<file path="config.mk">
export PLATFORM = sky130hd
export DESIGN_NAME = aic_axis_setup
export DESIGN_NICKNAME = d
export VERILOG_FILES = /design/src/aic_pkg.sv /design/src/aic_input_stage.sv /design/src/aic_axis_setup.sv
export SDC_FILE = /design/constraint.sdc
export NUM_CORES = 1
export LEC_CHECK = 0
export BUFFER_PORTS_ARGS = -buffer_cell sky130_fd_sc_hd__clkbuf_2
export CAP_MARGIN = 15
export CELL_PAD_IN_SITES_DETAIL_PLACEMENT = 1
export CELL_PAD_IN_SITES_GLOBAL_PLACEMENT = 1
export CORE_ASPECT_RATIO = 1.4
export CORE_UTILIZATION = 40
export DETAILED_ROUTE_END_ITERATION = 10
export PLACE_DENSITY_LB_ADDON = 0.15
export SLEW_MARGIN = 20
export SYNTH_ARGS = -nofsm -noshare
export SYNTH_HDL_FRONTEND = slang
export SYNTH_SLANG_ARGS = --single-unit
</file>
<file path="constraint.sdc">
create_clock -name ref_clk -period 7.8 [get_ports ref_clk]
set_input_delay 0.39 -clock ref_clk [delete_from_list [all_inputs] [get_ports ref_clk]]
set_output_delay 0.39 -clock ref_clk [all_outputs]
set_load 0.01 [all_outputs]
</file>
<file path="src/aic_pkg.sv">
// Package with command codes, field positions and timing for the axis input counter setup.
`default_nettype none
package aic_pkg;
  localparam logic [7:0]  CMD_WR_ENV2   = 8'h9d;
  localparam logic [7:0]  CMD_RD_ENV2   = 8'hdd;
  localparam logic [7:0]  CMD_WR_ENV3   = 8'h9e;
  localparam logic [7:0]  CMD_RD_ENV3   = 8'hde;
  localparam logic [7:0]  CMD_LATCH     = 8'h29;
  localparam logic [7:0]  CMD_CLR_STOP  = 8'h2d;
  localparam logic [31:0] ENV2_RESET    = 32'h0000_0000;
  localparam logic [31:0] ENV3_RESET    = 32'h0000_0000;
  localparam logic [31:0] ENV3_RW_MASK  = 32'h01ff_ffff;
  // Environment two field positions.
  localparam int E2_ENC_OFF   = 14;
  localparam int E2_PLS_OFF   = 15;
  localparam int E2_ENC_MODE  = 16;
  localparam int E2_ENC_FILT  = 18;
  localparam int E2_ENC_DIR   = 19;
  localparam int E2_PLS_MODE  = 20;
  localparam int E2_PLS_FILT  = 22;
  localparam int E2_PLS_DIR   = 23;
  localparam int E2_Z_COUNT   = 24;
  localparam int E2_Z_EDGE    = 28;
  localparam int E2_ORG_MODE  = 29;
  localparam int E2_STOP_IEN  = 30;
  localparam int E2_CLR_MODE  = 31;
  // Environment three field positions.
  localparam int E3_C1_TGT    = 0;
  localparam int E3_C2_TGT    = 1;
  localparam int E3_C1_INH    = 2;
  localparam int E3_C2_INH    = 3;
  localparam int E3_C1_LCLR   = 4;
  localparam int E3_C1_PINOFF = 5;
  localparam int E3_C1_ORGLAT = 6;
  localparam int E3_C1_RING   = 7;
  localparam int E3_C2_LCLR   = 8;
  // Input modes.
  localparam logic [1:0] MODE_X1 = 2'h0;
  localparam logic [1:0] MODE_X2 = 2'h1;
  localparam logic [1:0] MODE_X4 = 2'h2;
  localparam logic [1:0] MODE_2P = 2'h3;
  // Noise filter least pulse widths and their cycle counts.
  localparam real CLK_FREQ_MHZ   = 200.0;
  localparam real FILT_SHORT_US  = 0.1;
  localparam real FILT_LONG_US   = 0.15;
  localparam int  FILT_W         = 5;
  localparam logic [FILT_W-1:0] FILT_SHORT_CYC =
    FILT_W'(int'($ceil(FILT_SHORT_US * CLK_FREQ_MHZ - 0.001)));
  localparam logic [FILT_W-1:0] FILT_LONG_CYC =
    FILT_W'(int'($ceil(FILT_LONG_US * CLK_FREQ_MHZ - 0.001)));
  typedef struct packed {
    logic up;
    logic dn;
    logic err;
  } aic_count_t;
  typedef enum logic [3:0] {
    ORG_IDLE = 4'b0001,
    ORG_SEEK = 4'b0010,
    ORG_ZCNT = 4'b0100,
    ORG_DONE = 4'b1000
  } aic_org_t;
endpackage : aic_pkg
`default_nettype wire

</file>
<file path="src/aic_input_stage.sv">
// Noise filter and quadrature or two-pulse decoder used for encoder and pulser inputs.
`default_nettype none
module aic_filter #(
  parameter int W = 5
) (
  input  wire logic         clk,
  input  wire logic         rst_n,
  input  wire logic         sig_in,
  input  wire logic [W-1:0] min_len,
  output logic              sig_out
);
  logic [W-1:0] cnt_reg;
  logic [W-1:0] cnt_next;
  logic         out_next;

  // A change is passed only after it has held for min_len cycles.
  always_comb
  begin
    cnt_next = '0;
    out_next = sig_out;
    if (sig_in != sig_out)
    begin
      if (cnt_reg == min_len - W'(1))
        out_next = sig_in;
      else
        cnt_next = cnt_reg + W'(1);
    end
  end

  always_ff @(posedge clk or negedge rst_n)
  begin
    if (!rst_n)
    begin
      cnt_reg <= '0;
      sig_out <= 1'b0;
    end
    else
    begin
      cnt_reg <= cnt_next;
      sig_out <= out_next;
    end
  end
endmodule : aic_filter

module aic_decoder (
  input  wire logic               clk,
  input  wire logic               rst_n,
  input  wire logic               in_a,
  input  wire logic               in_b,
  input  wire logic               disable_in,
  input  wire logic               long_filt,
  input  wire logic               reverse,
  input  wire logic [1:0]         mode,
  output aic_pkg::aic_count_t     cnt
);
  logic                       fa;
  logic                       fb;
  logic                       pa_reg;
  logic                       pb_reg;
  logic [aic_pkg::FILT_W-1:0] flen;
  aic_pkg::aic_count_t        cnt_next;

  assign flen = long_filt ? aic_pkg::FILT_LONG_CYC : aic_pkg::FILT_SHORT_CYC;

  aic_filter #(.W(aic_pkg::FILT_W)) u_fa (
    .clk(clk), .rst_n(rst_n), .sig_in(in_a), .min_len(flen), .sig_out(fa));
  aic_filter #(.W(aic_pkg::FILT_W)) u_fb (
    .clk(clk), .rst_n(rst_n), .sig_in(in_b), .min_len(flen), .sig_out(fb));

  always_comb
  begin
    logic ar;
    logic af;
    logic br;
    logic bf;
    logic up;
    logic dn;
    ar = fa & ~pa_reg;
    af = ~fa & pa_reg;
    br = fb & ~pb_reg;
    bf = ~fb & pb_reg;
    up = 1'b0;
    dn = 1'b0;
    unique case (mode)
      aic_pkg::MODE_X1:
      begin
        up = ar & ~fb;
        dn = af & ~fb;
      end
      aic_pkg::MODE_X2:
      begin
        up = (ar & ~fb) | (af & fb);
        dn = (ar & fb) | (af & ~fb);
      end
      aic_pkg::MODE_X4:
      begin
        up = (ar & ~fb) | (af & fb) | (br & fa) | (bf & ~fa);
        dn = (ar & fb) | (af & ~fb) | (br & ~fa) | (bf & fa);
      end
      aic_pkg::MODE_2P:
      begin
        up = ar;
        dn = br;
      end
    endcase
    // Both phases moving in one cycle cannot come from a clean quadrature source.
    cnt_next.err = (ar | af) & (br | bf) & (mode != aic_pkg::MODE_2P);
    cnt_next.up  = reverse ? dn : up;
    cnt_next.dn  = reverse ? up : dn;
    if (disable_in)
      cnt_next = '0;
  end

  always_ff @(posedge clk or negedge rst_n)
  begin
    if (!rst_n)
    begin
      pa_reg <= 1'b0;
      pb_reg <= 1'b0;
      cnt    <= '0;
    end
    else
    begin
      pa_reg <= fa;
      pb_reg <= fb;
      cnt    <= cnt_next;
    end
  end
endmodule : aic_decoder
`default_nettype wire

</file>
<file path="src/aic_axis_setup.sv">
// Axis environment registers with encoder, pulser, origin return and counter logic.
`default_nettype none
// How it works
// - Encoder disable bit silences encoder A/B counting and its error flag.
// - Pulser disable bit silences pulser A/B counting and its error flag.
// - Encoder mode field picks x1, x2, x4 or two-pulse counting.
// - Encoder filter bit picks 0.1 or 0.15 us least width on A, B, Z.
// - Encoder direction bit reverses encoder count sense.
// - Pulser mode field picks x1, x2, x4 or two-pulse counting.
// - Pulser filter bit picks 0.1 or 0.15 us least width.
// - Pulser direction bit reverses pulser count sense.
// - Z count field sets how many Z pulses end origin return, zero means first.
// - Z edge bit picks falling or rising Z detection.
// - Origin mode 0: stop at origin, immediately or by deceleration.
// - Origin mode 0 clears the position counter when origin turns on.
// - Origin mode 1 constant speed stops after the set Z pulses.
// - Origin mode 1 high speed decelerates at origin, stops and clears at Z count.
// - Stop interrupt enable sets the stop flag and pulls interrupt low on stop.
// - Clear mode bit: flags clear on read, or only by explicit clear.
// - Serial bus access forces clear by writing.
// - Counter targets select commanded pulses or encoder input.
// - Inhibit bits stop counter 1 and counter 2 counting.
// - Latch-clear bits zero a counter as it is latched.
// - Pin latch off bit blocks pin latch of counter 1, command still latches.
// - Origin latch bit latches counter 1 at origin; ring bit wraps at comparator 1.
module aic_axis_setup #(
  parameter int CNT_W = 28
) (
  input  wire logic             ref_clk,
  input  wire logic             rst_b,
  input  wire logic             cmd_valid,
  input  wire logic [7:0]       cmd_code,
  input  wire logic [31:0]      cmd_wdata,
  input  wire logic             serial_mode,
  input  wire logic             status_read,
  input  wire logic             enc_a,
  input  wire logic             enc_b,
  input  wire logic             encoder_zphase_input,
  input  wire logic             pls_a,
  input  wire logic             pls_b,
  input  wire logic             cmd_pulse,
  input  wire logic             cmd_dir,
  input  wire logic             origin_on,
  input  wire logic             origin_return_active,
  input  wire logic             high_speed_start,
  input  wire logic             axis_stopped,
  input  wire logic             latch_trigger,
  input  wire logic [CNT_W-1:0] comp1_value,
  output logic [31:0]           rd_data,
  output logic                  rd_valid,
  output logic                  int_n,
  output logic                  stop_interrupt_flag,
  output logic                  enc_err,
  output logic                  pls_err,
  output logic                  pls_up,
  output logic                  pls_dn,
  output logic                  stop_req,
  output logic                  decel_req,
  output logic [CNT_W-1:0]      counter_one,
  output logic [CNT_W-1:0]      counter_two,
  output logic [CNT_W-1:0]      latch_register_one,
  output logic [CNT_W-1:0]      latch_register_two
);
  logic                 rst_s1;
  logic                 rst_n;
  logic [31:0]          env2_reg;
  logic [31:0]          env2_next;
  logic [31:0]          env3_reg;
  logic [31:0]          env3_next;
  logic [31:0]          rd_next;
  logic                 flag_next;
  logic                 zf;
  logic                 zprev_reg;
  logic                 org_prev_reg;
  logic [3:0]           zcnt_reg;
  logic [3:0]           zcnt_next;
  aic_pkg::aic_org_t    state_reg;
  aic_pkg::aic_org_t    state_next;
  logic                 stop_next;
  logic                 decel_next;
  logic                 org_hit;
  logic [CNT_W-1:0]     c1_next;
  logic [CNT_W-1:0]     c2_next;
  logic [CNT_W-1:0]     l1_next;
  logic [CNT_W-1:0]     l2_next;
  logic                 lat1;
  logic                 lat2;
  logic                 clr1;
  logic                 latch_cmd;
  logic                 clear_by_write;
  logic                 flag_set;
  logic                 flag_clr;
  logic                 zedge;
  logic                 org_edge;
  aic_pkg::aic_count_t  enc_cnt;
  aic_pkg::aic_count_t  pls_cnt;

  always_ff @(posedge ref_clk or negedge rst_b)
  begin
    if (!rst_b)
    begin
      rst_s1 <= 1'b0;
      rst_n  <= 1'b0;
    end
    else
    begin
      rst_s1 <= 1'b1;
      rst_n  <= rst_s1;
    end
  end

  aic_decoder u_enc (
    .clk        (ref_clk),
    .rst_n      (rst_n),
    .in_a       (enc_a),
    .in_b       (enc_b),
    .disable_in (env2_reg[aic_pkg::E2_ENC_OFF]),
    .long_filt  (env2_reg[aic_pkg::E2_ENC_FILT]),
    .reverse    (env2_reg[aic_pkg::E2_ENC_DIR]),
    .mode       (env2_reg[aic_pkg::E2_ENC_MODE +: 2]),
    .cnt        (enc_cnt)
  );
  aic_decoder u_pls (
    .clk        (ref_clk),
    .rst_n      (rst_n),
    .in_a       (pls_a),
    .in_b       (pls_b),
    .disable_in (env2_reg[aic_pkg::E2_PLS_OFF]),
    .long_filt  (env2_reg[aic_pkg::E2_PLS_FILT]),
    .reverse    (env2_reg[aic_pkg::E2_PLS_DIR]),
    .mode       (env2_reg[aic_pkg::E2_PLS_MODE +: 2]),
    .cnt        (pls_cnt)
  );
  // The Z input shares the encoder filter setting.
  aic_filter #(.W(aic_pkg::FILT_W)) u_zf (
    .clk     (ref_clk),
    .rst_n   (rst_n),
    .sig_in  (encoder_zphase_input),
    .min_len (env2_reg[aic_pkg::E2_ENC_FILT] ? aic_pkg::FILT_LONG_CYC
                                             : aic_pkg::FILT_SHORT_CYC),
    .sig_out (zf)
  );
  assign zedge     = env2_reg[aic_pkg::E2_Z_EDGE] ? (zf & ~zprev_reg)
                                                  : (~zf & zprev_reg);
  assign org_edge  = origin_on & ~org_prev_reg;
  assign latch_cmd = cmd_valid && (cmd_code == aic_pkg::CMD_LATCH);

  // Register file, read port and stop flag.
  always_comb
  begin
    env2_next = env2_reg;
    env3_next = env3_reg;
    rd_next   = rd_data;
    if (cmd_valid && cmd_code == aic_pkg::CMD_WR_ENV2)
      env2_next = cmd_wdata;
    if (cmd_valid && cmd_code == aic_pkg::CMD_WR_ENV3)
      env3_next = cmd_wdata & aic_pkg::ENV3_RW_MASK;
    if (cmd_valid && cmd_code == aic_pkg::CMD_RD_ENV2)
      rd_next = env2_reg;
    if (cmd_valid && cmd_code == aic_pkg::CMD_RD_ENV3)
      rd_next = env3_reg;
    clear_by_write = env2_reg[aic_pkg::E2_CLR_MODE] | serial_mode;
    flag_set = axis_stopped & env2_reg[aic_pkg::E2_STOP_IEN];
    flag_clr = clear_by_write ? (cmd_valid && cmd_code == aic_pkg::CMD_CLR_STOP)
                              : status_read;
    // A stop in the same cycle as a clear is kept.
    flag_next = flag_set | (stop_interrupt_flag & ~flag_clr);
  end
  // Origin return sequencing.
  always_comb
  begin
    state_next = state_reg;
    zcnt_next  = zcnt_reg;
    stop_next  = 1'b0;
    decel_next = 1'b0;
    org_hit    = 1'b0;
    unique case (state_reg)
      aic_pkg::ORG_IDLE:
        if (origin_return_active)
          state_next = aic_pkg::ORG_SEEK;
      aic_pkg::ORG_SEEK:
        if (!origin_return_active)
          state_next = aic_pkg::ORG_IDLE;
        else if (org_edge && !env2_reg[aic_pkg::E2_ORG_MODE])
        begin
          stop_next  = ~high_speed_start;
          decel_next = high_speed_start;
          org_hit    = 1'b1;
          state_next = aic_pkg::ORG_DONE;
        end
        else if (org_edge)
        begin
          decel_next = high_speed_start;
          zcnt_next  = 4'h0;
          state_next = aic_pkg::ORG_ZCNT;
        end
      aic_pkg::ORG_ZCNT:
        if (!origin_return_active)
          state_next = aic_pkg::ORG_IDLE;
        else if (zedge)
        begin
          if (zcnt_reg == env2_reg[aic_pkg::E2_Z_COUNT +: 4])
          begin
            stop_next  = 1'b1;
            org_hit    = 1'b1;
            state_next = aic_pkg::ORG_DONE;
          end
          else
            zcnt_next = zcnt_reg + 4'h1;
        end
      aic_pkg::ORG_DONE:
        if (!origin_return_active)
          state_next = aic_pkg::ORG_IDLE;
    endcase
  end
  // Counters and latches.
  always_comb
  begin
    logic u1;
    logic d1;
    logic u2;
    logic d2;
    u1 = env3_reg[aic_pkg::E3_C1_TGT] ? enc_cnt.up : (cmd_pulse & ~cmd_dir);
    d1 = env3_reg[aic_pkg::E3_C1_TGT] ? enc_cnt.dn : (cmd_pulse & cmd_dir);
    u2 = env3_reg[aic_pkg::E3_C2_TGT] ? (cmd_pulse & ~cmd_dir) : enc_cnt.up;
    d2 = env3_reg[aic_pkg::E3_C2_TGT] ? (cmd_pulse & cmd_dir) : enc_cnt.dn;
    lat1 = (latch_trigger & ~env3_reg[aic_pkg::E3_C1_PINOFF]) | latch_cmd
           | (org_hit & env3_reg[aic_pkg::E3_C1_ORGLAT]);
    lat2 = latch_trigger | latch_cmd;
    clr1 = org_hit | (lat1 & env3_reg[aic_pkg::E3_C1_LCLR]);
    l1_next = lat1 ? counter_one : latch_register_one;
    l2_next = lat2 ? counter_two : latch_register_two;
    c1_next = counter_one;
    c2_next = counter_two;
    if (clr1)
      c1_next = '0;
    else if (!env3_reg[aic_pkg::E3_C1_INH])
    begin
      if (u1 && !d1)
        c1_next = (env3_reg[aic_pkg::E3_C1_RING] && counter_one == comp1_value)
                  ? '0 : counter_one + CNT_W'(1);
      else if (d1 && !u1)
        c1_next = (env3_reg[aic_pkg::E3_C1_RING] && counter_one == '0)
                  ? comp1_value : counter_one - CNT_W'(1);
    end
    if (lat2 && env3_reg[aic_pkg::E3_C2_LCLR])
      c2_next = '0;
    else if (!env3_reg[aic_pkg::E3_C2_INH])
    begin
      if (u2 && !d2)
        c2_next = counter_two + CNT_W'(1);
      else if (d2 && !u2)
        c2_next = counter_two - CNT_W'(1);
    end
  end

  always_ff @(posedge ref_clk or negedge rst_n)
  begin
    if (!rst_n)
    begin
      env2_reg            <= aic_pkg::ENV2_RESET;
      env3_reg            <= aic_pkg::ENV3_RESET;
      rd_data             <= 32'h0000_0000;
      rd_valid            <= 1'b0;
      stop_interrupt_flag <= 1'b0;
      int_n               <= 1'b1;
      enc_err             <= 1'b0;
      pls_err             <= 1'b0;
      pls_up              <= 1'b0;
      pls_dn              <= 1'b0;
      zprev_reg           <= 1'b0;
      org_prev_reg        <= 1'b0;
      state_reg           <= aic_pkg::ORG_IDLE;
      zcnt_reg            <= 4'h0;
      stop_req            <= 1'b0;
      decel_req           <= 1'b0;
      counter_one         <= '0;
      counter_two         <= '0;
      latch_register_one  <= '0;
      latch_register_two  <= '0;
    end
    else
    begin
      env2_reg            <= env2_next;
      env3_reg            <= env3_next;
      rd_data             <= rd_next;
      rd_valid            <= cmd_valid && (cmd_code == aic_pkg::CMD_RD_ENV2 ||
                                           cmd_code == aic_pkg::CMD_RD_ENV3);
      stop_interrupt_flag <= flag_next;
      int_n               <= ~flag_next;
      enc_err             <= enc_cnt.err;
      pls_err             <= pls_cnt.err;
      pls_up              <= pls_cnt.up;
      pls_dn              <= pls_cnt.dn;
      zprev_reg           <= zf;
      org_prev_reg        <= origin_on;
      state_reg           <= state_next;
      zcnt_reg            <= zcnt_next;
      stop_req            <= stop_next;
      decel_req           <= decel_next;
      counter_one         <= c1_next;
      counter_two         <= c2_next;
      latch_register_one  <= l1_next;
      latch_register_two  <= l2_next;
    end
  end

  a_stop_sets_int: assert property (@(posedge ref_clk) disable iff (!rst_n)
    flag_set |=> (stop_interrupt_flag && !int_n))
    else $error("Stop with interrupt enabled did not raise the flag.");
  a_auto_read_clear: assert property (@(posedge ref_clk) disable iff (!rst_n)
    (status_read && !clear_by_write && !flag_set) |=> !stop_interrupt_flag)
    else $error("Flag did not clear on read in automatic mode.");
  a_serial_keeps: assert property (@(posedge ref_clk) disable iff (!rst_n)
    (serial_mode && stop_interrupt_flag && !cmd_valid) |=> stop_interrupt_flag)
    else $error("Flag cleared without a write under serial access.");
  a_enc_off_quiet: assert property (@(posedge ref_clk) disable iff (!rst_n)
    $past(env2_reg[aic_pkg::E2_ENC_OFF]) |-> (enc_cnt == '0))
    else $error("Disabled encoder still produced counts or errors.");
  a_pls_off_quiet: assert property (@(posedge ref_clk) disable iff (!rst_n)
    env2_reg[aic_pkg::E2_PLS_OFF] ##1 env2_reg[aic_pkg::E2_PLS_OFF] |=> !pls_up && !pls_err)
    else $error("Disabled pulser still produced counts or errors.");
  a_inhibit_holds: assert property (@(posedge ref_clk) disable iff (!rst_n)
    (env3_reg[aic_pkg::E3_C1_INH] && !clr1) |=> $stable(counter_one))
    else $error("Inhibited counter one changed.");
  a_env3_reserved: assert property (@(posedge ref_clk) disable iff (!rst_n)
    (cmd_valid && cmd_code == aic_pkg::CMD_RD_ENV3) |=> (rd_data[31:25] == 7'h00 && rd_valid))
    else $error("Reserved bits of environment three read nonzero.");
  a_origin0_clear: assert property (@(posedge ref_clk) disable iff (!rst_n)
    (state_reg == aic_pkg::ORG_SEEK && origin_return_active && org_edge
     && !env2_reg[aic_pkg::E2_ORG_MODE])
    |=> (counter_one == '0 && state_reg == aic_pkg::ORG_DONE))
    else $error("Origin mode 0 did not clear counter one.");
  a_latch_command: assert property (@(posedge ref_clk) disable iff (!rst_n)
    latch_cmd |=> (latch_register_one == $past(counter_one)))
    else $error("Latch command did not capture counter one.");
endmodule : aic_axis_setup
`default_nettype wire

</file>
==> impl_results.md, run 1 <==
- Hold Path Class: in -> reg
- Hold violation count in the final report: 0
- Synth-to-Final Area Change: 17.5%
- Synth Flop Type: dfrtp_1
- Final GP Congestion: 0.858
- Die X: 162 um
- Critical path startpoint category: flip-flop
- FF+latch count, synth: 262
- Syn Area/Cell: 9.90 um2
- PwrDens: 323 mW/mm2
- Die H: 226 um
- Tightest Pin Transition: 1.02 ns
- Final Cycle Share: 47.2%
- Post-synth EDFFs: 0
- Mapped Cells: 1447
- Cell row count: 81
- Vias in the first global route: 12.5k
- R2r worst-path depth: 13
- GR Util met2: 42.7%
- Vias per cell: 5.53
- Asr flop ratio synth: 100%
- Final net count: 1780
- DRT Wirelength: 42700 um
- N_diodes: 0
- Gr ovfl total: 0
- Clock tree buffer depth: 3
- Met1 global-route usage: 29.0%
- RSZ-0062 raised after global routing: false
- Area of the core: 0.0351 mm2
- Reg2Reg Setup Slack: 4.12 ns
- Max Cap Viol: 0
- Vias: 11.7k
- Worst r2r dst: counter_two[24]
- Initial antenna violation count: 1
- Slew headroom: 31.5%
- Core Util, Final: 48.0%
- Synthesized net count: 1579
- Setup TNS Final: 0 ns
- Post-CTS resize count: 0
- Placed standard-cell area: 0.0159 mm2
- PortBufs: 237
- Wire length per cell: 20.1 um
- Seq/Total Area, Yosys: 45.8%
- Mapped cell area: 0.0143 mm2
- Global-route wire length before repair: 68800 um
- Tmin final: 3.68 ns
- Pins Over Slew Limit: 0
- Full die area: 0.0366 mm2
- CP arrival: 4.16 ns
- Most used routing layer in global routing: met2
- Max frequency: 0.272 GHz
- Iter 0 DRT Violations: 499
- Top cell type's share of synthesized area: 45.4%
- Met3 Track Usage GR: 2.99%
- Endpoints failing setup: 0
- Total I/O pin count: 238
- DRC viols: 0
- Worst Hold End: env2_reg[26]
- Largest net degree at the start of global routing: 136
- Worst VDD drop: 195 uV
- Hold Startpoint: cmd_wdata[26]
- CTS buffer count: 28
- Top cells by area, synth: dfrtp_1 45%, mux2_2 8.4%, xnor2_1 4.3%
- Worst setup path category: reg -> reg
- Final ANT Viol Nets: 0
- Synth Warn #: 0
- WHS Path Cells: 2
- H-tree levels: 1
- Clk Latency, worst-skew pair: 0.57 ns
- Lkg Pwr: 7.97 nW
- Initial Utilization: 40.8%
- Leading area contributor after synthesis: dfrtp_1
- Crit end category: flip-flop
- CTS tree: done
- Finished Cell Area: 0.0168 mm2
- Worst Path Required: 8.28 ns
- GRT Util Overall: 23.7%
- Clock-pin slew on the worst setup and hold paths: 0.07 ns
- Half-perimeter wire length after placement: 30700 um
- Root buffer cell: clkbuf_16
- Hold WS: 0.0585 ns
- Critical Path Fanout Max: 31
- Status: complete, no violations
- Reg2reg start: env3_reg[1]
- DRT Pass-1 Iters: 4
- Share of post-route cells with drive strength above 1: 27.1%
- Yosys cell types: 83
- Max Clock Skew: 0.0106 ns
- Clk sinks: 262
critical path, stage by stage (launching register included):
cell and delay [ns]:
dfrtp_1 0.42, nand3b_1 0.10, o21a_1 0.12, buf_4 0.35, inv_1 0.13, fa_1 0.40
nand2b_1 0.19, a21oi_1 0.26, o2111ai_1 0.19, a311oi_1 0.48, a21oi_1 0.25, o21a_1 0.26
o211a_1 0.21, a211oi_1 0.20
final cells by class:
| type | instances | area, um2 |
|---|---|---|
| fillers | 4072 | 18200 |
| multi-input cells | 1069 | 7340 |
| flip-flops and latches | 262 | 6560 |
| repair buffers | 255 | 1360 |
| clock buffers | 38 | 768 |
| well taps | 456 | 571 |
| inverters | 32 | 120 |
| clock inverters | 10 | 109 |
cells in the final DEF (no fill, tap or decap), types with 6 or more instances in the layout:
cell type  synthesis  routed
a31oi_1           14      14
clkbuf_16          0      28
inv_1             32      32
a21o_1            16      15
buf_4              1      13
nand4_1           17      17
or3_1             14      14
nand2b_1          16      16
and3_1            10      10
nor4_1            15      15
nand2_1          158     157
a211oi_1          12      11
or4b_2             6       6
and2_1             8       7
xor2_1            28      28
nand4b_1           8       8
a21oi_1           76      75
nor3b_1            8       8
o22ai_1            7       7
or2_2              7       7
nor3_1            22      21
clkbuf_1          55       7
mux2_2           107     107
mux2i_1           33      33
clkbuf_2           0     237
o211ai_1          10      10
o21ai_0          114     114
nor2_1           103     103
nand3_1           44      43
ha_1              46      46
xnor2_1           70      70
dfrtp_1          260     259
metal layers:
layer,up-vias,part of all wire [%]
li1,5556,-
met1,5877,42
met2,230,52
met3,68,3.5
met4,2,2.9
met5,-,0.026
kinds of logic after synthesis:
| kind of cell | Yosys count | share of synthesized area (%) |
|---|---|---|
| flip-flops | 262 | 45.8 |
| AO/OA/AOI/OAI | 315 | 13.6 |
| adder cells (fa/ha/maj) | 47 | 4.16 |
| XOR/XNOR | 98 | 5.99 |
| AND/OR/NAND/NOR | 467 | 16.3 |
| other | 1 | 0.0262 |
| buffers and inverters | 116 | 3.28 |
| multiplexers | 141 | 10.8 |
stage by stage:
step	setup slack (ns)	power [mW]	instances
after detailed placement	4.03	4.18	2070
after floorplan	3.50	3.45	1447
final	4.12	5.44	2122
after global routing	3.82	5.81	2122
after global placement	4.10	4.11	2070
after CTS	4.08	5.50	2121
where the power goes:
group | switching [mW] | internal (mW) | leakage [nW] | total [mW]
logic | 1.15 | 0.933 | 4.09 | 2.08
registers | 0.426 | 1.64 | 3.46 | 2.07
clock network | 0.566 | 0.724 | 0.424 | 1.29
total | 2.14 | 3.30 | 7.97 | 5.44
synth_stat cells (12+ instances only):
library cell	instances
dfrtp_1	260
nand2_1	158
o21ai_0	114
mux2_2	107
nor2_1	103
a21oi_1	76
xnor2_1	70
clkbuf_1	55
ha_1	46
nand3_1	44
mux2i_1	33
inv_1	32
xor2_1	28
nor3_1	22
buf_2	19
nand4_1	17
a21o_1	16
nand2b_1	16
nor4_1	15
a31oi_1	14
or3_1	14
a211oi_1	12
worst max-delay path by stage:
stage	slack (ns)	start	end
after floorplan	3.50	rst_n	counter_one[0]
after global placement	4.10	cmd_dir	counter_two[24]
after detailed placement	4.03	cmd_dir	counter_two[24]
after CTS	4.08	env3_reg[1]	counter_two[24]
after global routing	3.82	env3_reg[1]	counter_two[24]
final	4.12	env3_reg[1]	counter_two[24]
what timing repair did:
item                                   CTS  global route
buffers inserted                         0             0
endpoints found under the hold margin    4             0
hold buffers                             3             0
(Power assumes the default switching activity.)
==> run 2, diff against run 1 <==
--- a/config.mk
+++ b/config.mk
@@ -5,12 +5,13 @@
 export SDC_FILE = /design/constraint.sdc
 export NUM_CORES = 1
 export LEC_CHECK = 0
+export ABC_AREA = 1
 export BUFFER_PORTS_ARGS = -buffer_cell sky130_fd_sc_hd__clkbuf_2
 export CAP_MARGIN = 15
 export CELL_PAD_IN_SITES_DETAIL_PLACEMENT = 1
 export CELL_PAD_IN_SITES_GLOBAL_PLACEMENT = 1
 export CORE_ASPECT_RATIO = 1.4
-export CORE_UTILIZATION = 40
+export CORE_UTILIZATION = 42
 export DETAILED_ROUTE_END_ITERATION = 10
 export PLACE_DENSITY_LB_ADDON = 0.15
 export SLEW_MARGIN = 20
==> constraint.sdc (replaced) <==
create_clock -name ref_clk -period 3.7 [get_ports ref_clk]
set_input_delay 0.185 -clock ref_clk [delete_from_list [all_inputs] [get_ports ref_clk]]
set_output_delay 0.185 -clock ref_clk [all_outputs]
set_load 0.01 [all_outputs]
==> run 2 against run 1 <==
Compared with the run above: the run now ends with design-rule violations left; critical endpoint is now counter_two[25]; register-to-register slack worse by 3.5 ns; die area up 4.4%; area after synthesis up 9.7%; global-route usage up 4.3 points; critical path type unchanged; maximum frequency up 21%; critical path depth down 1.
==> impl_results.md, run 2 <==
- Hold WS: 0.0185 ns
- Wl on met1: 21100 um
- Top sig layer: met4
- DRC viols: 36
- Full die area: 0.0382 mm2
- Worst VDD drop: 359 uV
- Synth Flop Type: dfrtp_1
- Final Cycle Share: 82.3%
- Count leader, synth: nand2_1
- Syn Area/Cell: 7.31 um2
- Tightest Pin Transition: 0.815 ns
- Iter 0 DRT Violations: 762
- Final Total Pwr: 12.8 mW
- Crit end category: flip-flop
- Finished Cell Area: 0.0186 mm2
- Crit path largest cell delay: 0.47 ns
- Die H: 231 um
- Top cells by area, synth: dfrtp_1 41%, nand2_1 16%, inv_1 6.4%
- PortBufs: 237
- Slowest cell on the critical path: nand2_2
- Largest family of logic cells by synthesized area: simple AND/OR/NAND/NOR gates
- Largest net degree at the start of global routing: 92
- Lkg Pwr: 9.81 nW
- Cell Chain, Critical Path: o21ai_0, inv_1, nand2_2, ha_1, a21oi_1, inv_1, a21oi_1, nand3_1, nand3_1, nand3_1, nand3_1, nand2_1
- Root buffer cell: clkbuf_16
- Initial Utilization: 42.7%
- Worst Path Required: 4.16 ns
- Sequential power share: 33.8%
- Half-perimeter wire length after placement: 38800 um
- Synth Warn #: 0
- Initial antenna violation count: 0
- Top cell type's share of synthesized area: 41.4%
- Post-synth top cells: 659 x nand2_1, 269 x inv_1, 260 x dfrtp_1, 197 x nor2_1, 192 x o21ai_0
- Fin worst setup slack: 0.656 ns
- Post-synthesis simple-gate area fraction: 28.7%
- Synthesized net count: 2282
- Delay-heaviest family, CP: simple AND/OR/NAND/NOR gates
- Gr ovfl total: 0
- Wire length per cell: 18.2 um
- RSZ-0062 raised after global routing: false
- Most common cell after layout, fill and taps aside: nand2_1
- P_int: 7.11 mW
- Failing checks: design-rule violations
- Pins Over Slew Limit: 0
- Routed met3 length: 1950 um
- Max frequency: 0.329 GHz
- Vias in the first global route: 16.2k
- CP dominant cell by count: nand3_1
- Buf/Inv on CP: 2
- Clock Power Share: 23.0%
- Clock-pin slew on the worst setup and hold paths: 0.06 ns
- Mapped cell area: 0.0157 mm2
- Clk sinks: 262
- Synth-to-Final Area Change: 18.2%
- Worst setup path category: reg -> reg
- Mapped Cells: 2150
- Die X: 165 um
- Endpoints failing setup: 0
- Yosys cell types: 52
- DRT Wirelength: 52500 um
- Hold violation count in the final report: 0
- Seq/Total Area, Yosys: 41.7%
- Mux contribution to synthesized area: 0.502%
- Clk Latency, worst-skew pair: 0.58 ns
- Total I/O pin count: 238
- Switching pwr: 5.72 mW
- Slew headroom: 45.6%
- Post-placement setup slack: 0.677 ns
- Leading area contributor after synthesis: dfrtp_1
- Tmin final: 3.04 ns
- Synth Area in Adders: 3.79%
- Reg2Reg Setup Slack: 0.66 ns
- Max Clock Skew: 0.0130 ns
- Combinational Power Share: 43.2%
- Status: finished, violations left
- Setup TNS Final: 0 ns
- DRT Pass-1 Iters: 7
- FF+latch count, synth: 262
- Cell row count: 83
- Clock tree buffer depth: 3
- CTS tree: done
- Global-route wire length before repair: 84400 um
- Max Cap Viol: 0
- CP arrival: 3.51 ns
- Critical Path Fanout Max: 28
- Asr flop ratio synth: 100%
- Share of post-route cells with drive strength above 1: 15.8%
- PwrDens: 691 mW/mm2
- Compound-cell area share of the yosys netlist: 11.7%
- N_diodes: 0
- Area of the core: 0.0368 mm2
- Final net count: 2535
- Met2 Wirelength: 27500 um
- Post-synth EDFFs: 0
- Xor-xnor portion of the synthesized cell area: 3.57%
- Critical path startpoint category: flip-flop
- Vias: 15.2k
- Commonest non-fill, non-tap cells in the layout: 658 x nand2_1, 269 x inv_1, 259 x dfrtp_1
- H-tree levels: 1
- Vias per cell: 5.24
- Placed standard-cell area: 0.0171 mm2
- Final ANT Viol Nets: 0
- Final GP Congestion: 0.925
- Sw frac: 44.6%
- CTS buffer count: 29
- Hold Path Class: in -> reg
- Setup Fix Bufs, Post-CTS: 0
- GRT Util Overall: 28.1%
-- run 2: metal layers --
layer / global-route usage [%] / up-vias
met1: 32.4 / 7418
met2: 51.8 / 314
met3: 3.34 / 116
met4: 10.5 / 0
li1: - / 7325
met5: 0 / -
-- run 2: cell type report --
class / instances / area [um2]
well taps: 467 / 584
multi-input cells: 1528 / 7590
clock inverters: 15 / 148
repair buffers: 296 / 1780
fillers: 4753 / 18200
clock buffers: 39 / 823
inverters: 286 / 1080
flip-flops and latches: 262 / 6560
-- run 2: cells by family after synthesis --
| kind of cell | after synthesis |
|---|---|
| adders and majority gates | 47 |
| muxes | 7 |
| DFF | 262 |
| and+or+nand+nor | 1072 |
| AOI/OAI and AO/OA | 337 |
| other | 1 |
| buffers and inverters | 360 |
| xor gates and xnor gates | 64 |
-- run 2: timing repair --
action,4_1_cts,5_1_grt
hold buffers,46,0
gates resized for setup,0,0
hold endpoints to repair,75,0
-- run 2: worst register-to-register path: stages, from the launching register on --
cell and delay [ns]:
dfrtp_1 0.42, o21ai_0 0.23, inv_1 0.09, nand2_2 0.47, ha_1 0.43, a21oi_1 0.26
inv_1 0.07, a21oi_1 0.24, nand3_1 0.25, nand3_1 0.22, nand3_1 0.10, nand3_1 0.09
nand2_1 0.05
-- run 2: path summary, 6_finish.rpt --
kind,start,end,cells after the start
max,env3_reg[1],counter_two[25],12
min,comp1_value[20],counter_one[20],5
max reg2reg,env3_reg[1],counter_two[25],12
min reg2reg,rst_n,latch_register_two[4],0
max in group asynchronous,rst_n,latch_register_one[4],1
min in group asynchronous,rst_n,latch_register_two[4],0
-- run 2: power by group through the flow --
stage / Sequential [mW] / Combinational [mW] / Clock (mW)
finish: 4.34 / 5.54 / 2.95
global route: 4.43 / 6.27 / 3.12
CTS: 4.34 / 5.57 / 3.02
detailed placement: 4.39 / 5.50 / 0
global placement: 4.36 / 5.37 / 0
floorplan: 4.18 / 3.77 / 0
-- run 2: per-stage QoR --
step,instances,util [%]
floorplan,2150,-
global placement,2793,46.6
detailed placement,2793,46.6
CTS,2893,50.5
global route,2893,50.5
finish,2893,50.5
